[src/rtl/asram_map.svh]
`ifndef ASRAM_MAP_SVH
`define ASRAM_MAP_SVH

// Pin timing in nanoseconds, fast grade
`define ASRAM_CLK_PERIOD_NS        10
`define ASRAM_ADDR_ACCESS_TIME_NS  45
`define ASRAM_ADDR_CHANGE_HOLD_NS  10
`define ASRAM_WRITE_STROBE_WIDTH_NS 35
`define ASRAM_ADDR_SETUP_WR_END_NS 35
`define ASRAM_WRITE_DATA_SETUP_NS  25
`define ASRAM_WRITE_FLOAT_DELAY_NS 18
`define ASRAM_DESELECT_STANDBY_NS  45
`define ASRAM_OE_FLOAT_DELAY_NS    18

// Widths
`define ASRAM_ADDR_W 18
`define ASRAM_DATA_W 16
`define ASRAM_LANE_W 8

`endif

[src/rtl/asram_pkg.sv]
package asram_pkg;
  typedef enum logic [1:0] {
    ASRAM_END_WE,
    ASRAM_END_CS,
    ASRAM_END_LANE
  } asram_wr_end_e;

  typedef enum logic [2:0] {
    ASRAM_IDLE,
    ASRAM_RD_WAIT,
    ASRAM_RD_DONE,
    ASRAM_WR_SETUP,
    ASRAM_WR_PULSE,
    ASRAM_WR_END,
    ASRAM_RECOVER
  } asram_state_e;
endpackage

[src/rtl/asram_host.sv]
// Overview of operation
// - Read: write enable high, output enable low.
// - Write starts when all controls active.
// - Any control going inactive ends write.
// - Data set up 25 ns before write end.
// - Strobe covers setup plus float delay.
// - Write strobe at least 35 ns.
// - Address stable 35 ns before write end.
// - Address valid at start, zero hold.
// - Address before or with chip-select fall.
// - Chip enables always at definite levels.
`include "asram_map.svh"
module asram_host
  import asram_pkg::*;
#(
  parameter int            ADDR_W  = `ASRAM_ADDR_W,
  parameter int            DATA_W  = `ASRAM_DATA_W,
  parameter asram_wr_end_e WR_END  = ASRAM_END_WE
) (
  input  wire logic              clock,
  input  wire logic              arst_n,
  input  wire logic              req_valid,
  input  wire logic              req_write,
  input  wire logic [ADDR_W-1:0] req_addr,
  input  wire logic [DATA_W-1:0] req_wdata,
  input  wire logic [1:0]        req_lanes,
  output logic                   req_ready,
  output logic                   rsp_valid,
  output logic [DATA_W-1:0]      rsp_rdata,
  output logic [ADDR_W-1:0]      mem_addr,
  output logic                   chip_en1_n,
  output logic                   chip_en2,
  output logic                   write_en_n,
  output logic                   out_en_n,
  output logic                   upper_lane_en_n,
  output logic                   lower_lane_en_n,
  output logic [DATA_W-1:0]      data_out,
  output logic                   data_oe_n,
  input  wire logic [DATA_W-1:0] data_in
);
  localparam int TW = 4;
  // Least times round up to whole cycles, plus one cycle for the read wait
  localparam int RD_CYC   = (`ASRAM_ADDR_ACCESS_TIME_NS + `ASRAM_CLK_PERIOD_NS - 1)
                            / `ASRAM_CLK_PERIOD_NS + 1;
  localparam int PWE_NS   = (`ASRAM_WRITE_STROBE_WIDTH_NS >
                             (`ASRAM_WRITE_DATA_SETUP_NS + `ASRAM_WRITE_FLOAT_DELAY_NS))
                            ? `ASRAM_WRITE_STROBE_WIDTH_NS
                            : (`ASRAM_WRITE_DATA_SETUP_NS + `ASRAM_WRITE_FLOAT_DELAY_NS);
  localparam int WR_CYC   = (PWE_NS + `ASRAM_CLK_PERIOD_NS - 1) / `ASRAM_CLK_PERIOD_NS;
  localparam int REC_NS   = (`ASRAM_OE_FLOAT_DELAY_NS > `ASRAM_ADDR_CHANGE_HOLD_NS)
                            ? `ASRAM_OE_FLOAT_DELAY_NS : `ASRAM_ADDR_CHANGE_HOLD_NS;
  localparam int REC_CYC  = (REC_NS + `ASRAM_CLK_PERIOD_NS - 1) / `ASRAM_CLK_PERIOD_NS;

  asram_state_e          st_q, st_d;
  logic [ADDR_W-1:0]     addr_q, addr_d;
  logic                  ce1_n_q, ce1_n_d;
  logic                  ce2_q, ce2_d;
  logic                  we_n_q, we_n_d;
  logic                  oe_n_q, oe_n_d;
  logic [1:0]            lane_n_q, lane_n_d;
  logic [DATA_W-1:0]     dout_q, dout_d;
  logic                  doe_n_q, doe_n_d;
  logic                  rdy_q, rdy_d;
  logic                  rv_q, rv_d;
  logic [DATA_W-1:0]     rdata_q, rdata_d;
  logic [DATA_W-1:0]     rdata_cap;
  logic                  tmr_load;
  logic [TW-1:0]         tmr_cnt;
  logic                  tmr_done;

  asram_timer #(.W(TW)) u_timer (
    .clock  (clock),
    .arst_n (arst_n),
    .load   (tmr_load),
    .count  (tmr_cnt),
    .done   (tmr_done)
  );

  asram_lanes #(.LANES(2), .LW(`ASRAM_LANE_W)) u_lanes (
    .wdata     (dout_q),
    .lane_en   (~lane_n_q),
    .pin_in    (data_in),
    .rdata_old (rdata_q),
    .rdata_new (rdata_cap)
  );

  always_comb begin
    st_d     = st_q;
    addr_d   = addr_q;
    ce1_n_d  = ce1_n_q;
    ce2_d    = ce2_q;
    we_n_d   = we_n_q;
    oe_n_d   = oe_n_q;
    lane_n_d = lane_n_q;
    dout_d   = dout_q;
    doe_n_d  = doe_n_q;
    rdy_d    = rdy_q;
    rv_d     = 1'b0;
    rdata_d  = rdata_q;
    tmr_load = 1'b0;
    tmr_cnt  = '0;
    case (st_q)
      ASRAM_IDLE: begin
        if (!rdy_q) begin
          rdy_d = 1'b1;                     // Ready one cycle after reset
        end else if (req_valid && (req_lanes != 2'b00)) begin
          rdy_d    = 1'b0;
          addr_d   = req_addr;
          ce1_n_d  = 1'b0;
          ce2_d    = 1'b1;
          lane_n_d = ~req_lanes;
          if (req_write) begin
            oe_n_d  = 1'b1;
            dout_d  = req_wdata;
            doe_n_d = 1'b0;
            st_d    = ASRAM_WR_SETUP;
          end else begin
            we_n_d   = 1'b1;
            oe_n_d   = 1'b0;
            doe_n_d  = 1'b1;
            tmr_load = 1'b1;
            tmr_cnt  = TW'(RD_CYC);
            st_d     = ASRAM_RD_WAIT;
          end
        end
      end
      ASRAM_RD_WAIT: begin
        if (tmr_done) begin
          rdata_d = rdata_cap;
          st_d    = ASRAM_RD_DONE;
        end
      end
      ASRAM_RD_DONE: begin
        rv_d     = 1'b1;
        oe_n_d   = 1'b1;
        ce1_n_d  = 1'b1;
        ce2_d    = 1'b0;
        lane_n_d = 2'b11;
        tmr_load = 1'b1;
        tmr_cnt  = TW'(REC_CYC);
        st_d     = ASRAM_RECOVER;
      end
      ASRAM_WR_SETUP: begin
        we_n_d   = 1'b0;
        tmr_load = 1'b1;
        tmr_cnt  = TW'(WR_CYC);
        st_d     = ASRAM_WR_PULSE;
      end
      ASRAM_WR_PULSE: begin
        if (tmr_done) begin
          case (WR_END)
            ASRAM_END_CS: begin
              ce1_n_d = 1'b1;
              ce2_d   = 1'b0;
            end
            ASRAM_END_LANE: lane_n_d = 2'b11;
            default:        we_n_d   = 1'b1;
          endcase
          st_d = ASRAM_WR_END;
        end
      end
      ASRAM_WR_END: begin
        we_n_d   = 1'b1;                    // Data held through end edge
        ce1_n_d  = 1'b1;
        ce2_d    = 1'b0;
        lane_n_d = 2'b11;
        doe_n_d  = 1'b1;
        tmr_load = 1'b1;
        tmr_cnt  = TW'(REC_CYC);
        st_d     = ASRAM_RECOVER;
      end
      ASRAM_RECOVER: begin
        if (tmr_done) begin
          rdy_d = 1'b1;
          st_d  = ASRAM_IDLE;
        end
      end
      default: st_d = ASRAM_IDLE;
    endcase
  end

  always_ff @(posedge clock or negedge arst_n) begin
    if (!arst_n) begin
      st_q     <= ASRAM_IDLE;
      addr_q   <= '0;
      ce1_n_q  <= 1'b1;
      ce2_q    <= 1'b0;
      we_n_q   <= 1'b1;
      oe_n_q   <= 1'b1;
      lane_n_q <= 2'b11;
      dout_q   <= '0;
      doe_n_q  <= 1'b1;
      rdy_q    <= 1'b0;
      rv_q     <= 1'b0;
      rdata_q  <= '0;
    end else begin
      st_q     <= st_d;
      addr_q   <= addr_d;
      ce1_n_q  <= ce1_n_d;
      ce2_q    <= ce2_d;
      we_n_q   <= we_n_d;
      oe_n_q   <= oe_n_d;
      lane_n_q <= lane_n_d;
      dout_q   <= dout_d;
      doe_n_q  <= doe_n_d;
      rdy_q    <= rdy_d;
      rv_q     <= rv_d;
      rdata_q  <= rdata_d;
    end
  end

  assign req_ready       = rdy_q;
  assign rsp_valid       = rv_q;
  assign rsp_rdata       = rdata_q;
  assign mem_addr        = addr_q;
  assign chip_en1_n      = ce1_n_q;
  assign chip_en2        = ce2_q;
  assign write_en_n      = we_n_q;
  assign out_en_n        = oe_n_q;
  assign upper_lane_en_n = lane_n_q[1];
  assign lower_lane_en_n = lane_n_q[0];
  assign data_out        = dout_q;
  assign data_oe_n       = doe_n_q;
endmodule // asram_host

[src/rtl/asram_timer.sv]
module asram_timer #(
  parameter int W = 4
) (
  input  wire logic         clock,
  input  wire logic         arst_n,
  input  wire logic         load,
  input  wire logic [W-1:0] count,
  output logic              done
);
  logic [W-1:0] cnt_q;
  logic [W-1:0] cnt_d;

  always_comb begin
    cnt_d = cnt_q;
    if (load) begin
      cnt_d = count;
    end else if (cnt_q != '0) begin
      cnt_d = cnt_q - W'(1);
    end
  end

  always_ff @(posedge clock or negedge arst_n) begin
    if (!arst_n) begin
      cnt_q <= '0;
    end else begin
      cnt_q <= cnt_d;
    end
  end

  assign done = (cnt_q == '0) && !load;
endmodule // asram_timer

[src/rtl/asram_lanes.sv]
// Per-lane read capture: enabled lanes take the pins, write data input is unused
module asram_lanes #(
  parameter int LANES = 2,
  parameter int LW    = 8
) (
  input  wire logic [LANES*LW-1:0] wdata,
  input  wire logic [LANES-1:0]    lane_en,
  input  wire logic [LANES*LW-1:0] pin_in,
  input  wire logic [LANES*LW-1:0] rdata_old,
  output logic [LANES*LW-1:0]      rdata_new
);
  for (genvar i = 0; i < LANES; i++) begin : g_lane
    // Unused lanes keep their old value
    assign rdata_new[i*LW +: LW] = lane_en[i] ? pin_in[i*LW +: LW]
                                              : rdata_old[i*LW +: LW];
  end
  logic unused;
  assign unused = ^wdata;
endmodule // asram_lanes

[config.mk]
export PLATFORM = sky130hd
export DESIGN_NAME = asram_host
export DESIGN_NICKNAME = d
export VERILOG_FILES = /design/src/rtl/asram_pkg.sv /design/src/rtl/asram_host.sv /design/src/rtl/asram_timer.sv /design/src/rtl/asram_lanes.sv
export VERILOG_INCLUDE_DIRS = /design/src /design/src/rtl
export SDC_FILE = /design/constraint.sdc
export NUM_CORES = 1
export LEC_CHECK = 0
export ABC_AREA = 1
export BUFFER_PORTS_ARGS = -buffer_cell sky130_fd_sc_hd__buf_2
export CORE_AREA = 2 2 79 81
export DETAILED_ROUTE_END_ITERATION = 10
export DIE_AREA = 0 0 81 83
export PLACE_DENSITY = 0.81
export SYNTH_ARGS = -nofsm -noshare
export SYNTH_HDL_FRONTEND = slang
export SYNTH_SLANG_ARGS = --single-unit
[constraint.sdc]
create_clock -name clock -period 3.6 [get_ports clock]
set_input_delay 0.18 -clock clock [delete_from_list [all_inputs] [get_ports clock]]
set_output_delay 0.18 -clock clock [all_outputs]
set_load 0.05 [all_outputs]
* Word level (Yosys, flattened, before mapping)
Cells that the tools add are included.
** Storage, ports and cells
- Flip-flop bits (word level) :: 66
- Input bits :: 56
- Output and inout bits :: 59
** Operators by class
- $add $sub $neg :: 1
- Equal/unequal tests :: 12
- Muxes and demuxes :: 42
- Bitwise operators :: 2
- Reductions and logical operators :: 25
** Operators with widths (count)
- $mux W3 :: 8
- $mux W1 :: 19
- $pmux W3 S6 :: 1
- $reduce_and A3 Y1 :: 6
- $ne A2 B2 Y1 const B :: 6
- $pmux W1 S2 :: 6
- $reduce_bool A2 Y1 :: 6
- $reduce_and A5 Y1 :: 2
- $eq A3 B3 Y1 const B :: 3
- $pmux W3 S3 :: 1
- $mux W4 :: 2
- $reduce_bool A4 Y1 :: 2
- $eq A3 B2 Y1 const B :: 2
- $mux W2 :: 3
- $logic_not A4 Y1 :: 1
- $not A2 Y2 :: 2
- $pmux W1 S4 :: 1
- $pmux W2 S2 :: 1
- $reduce_and A4 Y1 :: 1
- $sub A4 B1 Y4 const B :: 1
- $eq A3 B1 Y1 const B :: 1
- $logic_not A3 Y1 :: 1
- $reduce_or A3 Y1 :: 1
- $logic_and A1 B1 Y1 :: 2
- other kinds (3) :: 3

* Logic depth before layout (Yosys ltp)
- Word-level depth :: 9
- Depth in mapped cells :: 9
- Depth with buffers taken out :: 9

* By module
From an unflattened synthesis, not the netlist that was laid out.
** Unflattened totals
- Cells, all modules :: 394
- Area total of the unflattened synthesis :: 3153.0 um^2
** Modules (own cells, without submodules)
- asram_host :: instances 1, cells an instance 306, area an instance 2667.6 um^2, sequential area each 1559.0 um^2
- asram_timer :: instances 1, cells an instance 36, area an instance 275.3 um^2, sequential area each 100.1 um^2
- asram_lanes :: instances 1, cells an instance 52, area an instance 210.2 um^2, sequential area each 0.0 um^2

* Worst setup path before layout
Ideal clock, no wire load.
- Kind :: register -> register
- Start :: register rdy_q (netlist: req_ready)
- End :: register dout_q[10] (netlist: data_out[10])
- Setup time :: 0.125 ns
- Arrival time :: 1.713 ns
- Data required time :: 3.475 ns
- Path slack :: 1.762 ns
- Stages on the path, launching flop included :: 8
- Path buffers :: 1
- Clock period less this slack :: 1.838 ns
- Cell sequence :: dfrtp_1 inv_2 nor3_4 nand2_4 clkinv_4 nand2_4 buf_6 mux2_4
** On the way
- Longest elaborated chain between the ends :: 1
** RTL lines
- from (decl) :: line asram_host.sv:63 : logic rdy_q, rdy_d;
- from (signal assigned) :: line asram_host.sv:206 : rdy_q <= rdy_d;
- $reduce_and A4 Y1 (no line)
- to (signal assigned) :: line asram_host.sv:204 : dout_q <= dout_d;
- to (decl) :: line asram_host.sv:61 : logic [DATA_W-1:0] dout_q, dout_d;
No other way between the ends.
A chain may end at the register's enable or synchronous reset.

* Worst setup path in the final report
- Start :: register st_q[2]
- End :: register rdata_q[10] (netlist: rsp_rdata[10])
** On the way
- Longest elaborated chain between the ends :: 6
- Elaborated cells between the ends (all ways) :: 10
- Classes of those cells :: 4 x eq/ne; 1 x mux; 5 x reduce/logical
** RTL lines
- from (decl) :: line asram_host.sv:54 : asram_state_e st_q, st_d;
- from (signal assigned) :: line asram_host.sv:197 : st_q <= st_d;
- $eq A3 B3 Y1 / $eq A3 B2 Y1 (equally long branches) :: line asram_host.sv:102 : case (st_q)
- $reduce_or A3 Y1 (no line)
- $pmux W1 S2 :: line asram_host.sv:102
- $logic_not A1 Y1 :: line asram_timer.sv:30 : assign done = (cnt_q == '0) && !load;
- $logic_and A1 B1 Y1 :: line asram_timer.sv:30
- $reduce_and A3 Y1 (no line) *
- to (signal assigned) :: line asram_host.sv:208 : rdata_q <= rdata_d;
- to (decl) :: line asram_host.sv:65 : logic [DATA_W-1:0] rdata_q, rdata_d;
Mark *: on every way between the ends. The rest lies on a longest branch, timed or not.

==> out/qor.yml <==
outcome:
  status: "completed"
floorplan:
  initial_utilization_pct: 49.2
  coreArea_mm2: 0.00582
  rows: 28
  dieArea_mm2: 0.00672
  fp.dieH_um: 83
  die_x_um: 81
  ioPinCount: 115
global_routing:
  grt_pass1_wl_um: 10700
  grt_max_degree: 47
  antenna_found_initial: 0
  grt_usage_pct: 20.6
  gr-total-overflow: 0
  met2_usage_pct: 33.8
  grtUsageMet3_pct: 4.78
  grt_pass1_vias: 2435
  use_met1_pct: 25.1
  busiest_layer: "met2"
logic_synthesis:
  synth.largest_area_cell: "dfrtp_1"
  synth_compound_area_share_pct: 3.63
  synthesis.nets: 355
  yosys.area_share.xor_xnor_pct: 0.612
  syn_avg_cell_area_um2: 9.70
  async_flop_share_pct: 100
  syn_area_mm2: 0.00286
  synth_area_leaders: "dfrtp_1 52%, nand2_1 15%, dfstp_2 5.5%"
  ys_types: 29
  synth_edf_count: 0
  ys_ff_latch: 66
  yosys.area.top_type_share_pct: 52.5
  synthAdderAreaFrac_pct: 1.75
  yosysWarnings: 0
  synth-seq-area-share_pct: 58.0
  synth_cells: 295
  synth_top_family_by_area: "simple AND/OR/NAND/NOR gates"
  synth-simple-area-share_pct: 23.7
  synth.area.mux_share_pct: 7.61
  synth_ff_type: "dfrtp_1"
cells_and_area:
  antenna_cells: 0
  drive_above_1_share_pct: 38.4
  fin_util_pct: 63.3
  nNetsFinal: 475
  areaGrowthSynthToFinish_pct: 28.7
  layout_common_cells: "114 x nand2_1, 114 x buf_2, 60 x dfrtp_1"
hold_path:
  hp-class: "in2async"
clock_tree:
  cts_root_buf: "clkbuf_8"
  cts_tree: "done"
  ctsHoldBuffers: 0
  ctsHtreeMaxLevel: 3
  clock-sinks: 66
  clk_latency_ns: 0.33
  numCtsBuffers: 9
  postCtsSetupBuffers: 0
  cts-resized-gates: 0
  clock_path_buffers: 2
  clkTransAtPathRegs_ns: 0.07
timing:
  hold_violations: 0
  max_freq_ghz: 0.479
  maxSlewViolCount: 0
  skew_ns: 0.00807
  relSlewSlack_pct: 34.6
  setup_tns_ns: 0
  period_share_pct: 57.9
  grt_setup_unrepaired: "false"
  post-route-min-period_ns: 2.09
  setup_viol: 0
  whs_ns: 0.0102
  finalWorstSetupSlack_ns: 1.51
  worstMarginPinSlew_ns: 0.981
worst_setup_path:
  critPathSlowestCell: "dfrtp_1"
  path_cells: "inv_1 > nand2_1 > nand2_1 > inv_1 > nand3_2 > nor2_4 > nand2_1 > nand2_1 > nand2_1"
  r2r_cells: 9
  startpoint: "st_q[2]"
  worstSetupEndpointType: "register"
  reg2reg_from: "st_q[2]"
  slowest_delay_ns: 0.49
  crit_type: "reg2reg"
  cp_max_fo: 18
  start_kind: "register"
  path_common_cell: "nand2_1"
  cp_data_required_time_ns: 3.82
  cp.arrival_ns: 2.31
detailed_routing:
  drt_pass1_iterations: 7
  wirelength_um: 6500
  wl_per_cell_um: 13.1
  num_vias: 2444
  ant_nets: 0
  drt_first_iter_violations: 122
  drc: 0
  viasPerCell: 4.95
job:
  cap_violations: 0
place:
  place_ws_ns: 1.56
  gp_congestion: 0.847
  dp.final_hpwl_um: 4800
  io_buffers: 114
==> worst max-delay path, delay by kind of cell, from the launching register on <==
kind                   cells  cell delay (ns)
flip-flops                 1             0.49
AND/OR/NAND/NOR            7             1.27
buffers and inverters      2             0.20
==> per-stage QoR <==
stage,cell area [µm²],instances
2_1_floorplan,2860,295
4_1_cts,3680,494
5_1_grt,3680,494
3_3_place_gp,3500,479
6_report,3680,494
3_5_place_dp,3500,479
==> kinds of logic after synthesis <==
logic type,Yosys count
fa+ha+maj,4
compound gates,19
mux,16
simple gates,157
flops,66
buf+inv,31
xor+xnor,2
==> routing by layer <==
metal  share of wire, %  vias up
met2                 49      107
met1                 42     1147
met3                7.1       12
li1                   -     1178
met4                2.0        0
met5                  0        -
==> state kept, by name, indices dropped and copies added (netlist names), 2 cells and up <==
name and flops:
rsp_rdata 16, u_timer.cnt_q 4, data_out 16, st_q 3, lane_n_q 2, mem_addr 18
==> Yosys cell counts, types with 3 or more instances <==
library cell	count
nand2_1	114
dfrtp_1	60
nand3_1	24
inv_1	20
o21ai_0	11
mux2_4	10
nor2_1	9
dfstp_2	6
mux2_2	6
a21oi_1	4
ha_1	4
clkbuf_1	3
==> path summary, 6_finish.rpt <==
check | endpoint | slack [ns]
min in group clock | mem_addr[6] | 0.04
worst min-delay path | st_q[0] | 0.01
worst max-delay path | rsp_rdata[10] | 1.51
worst max register to register | rsp_rdata[10] | 1.51
worst min register to register | write_en_n | 0.46
max in group asynchronous | lane_n_q[0] | 2.69
==> area by class of cell <==
type / count / area, µm²
Clock buffer: 12 / 145
Clock inverter: 3 / 40.0
Fill cell: 508 / 2130
Inverter: 25 / 98.8
Multi-Input combinational cell: 198 / 1070
Sequential cell: 66 / 1660
Tap cell: 75 / 93.8
Timing Repair Buffer: 115 / 578
Power is not shown: default switching activity piles up to over one toggle a cycle in this logic, so the estimate is an artifact.
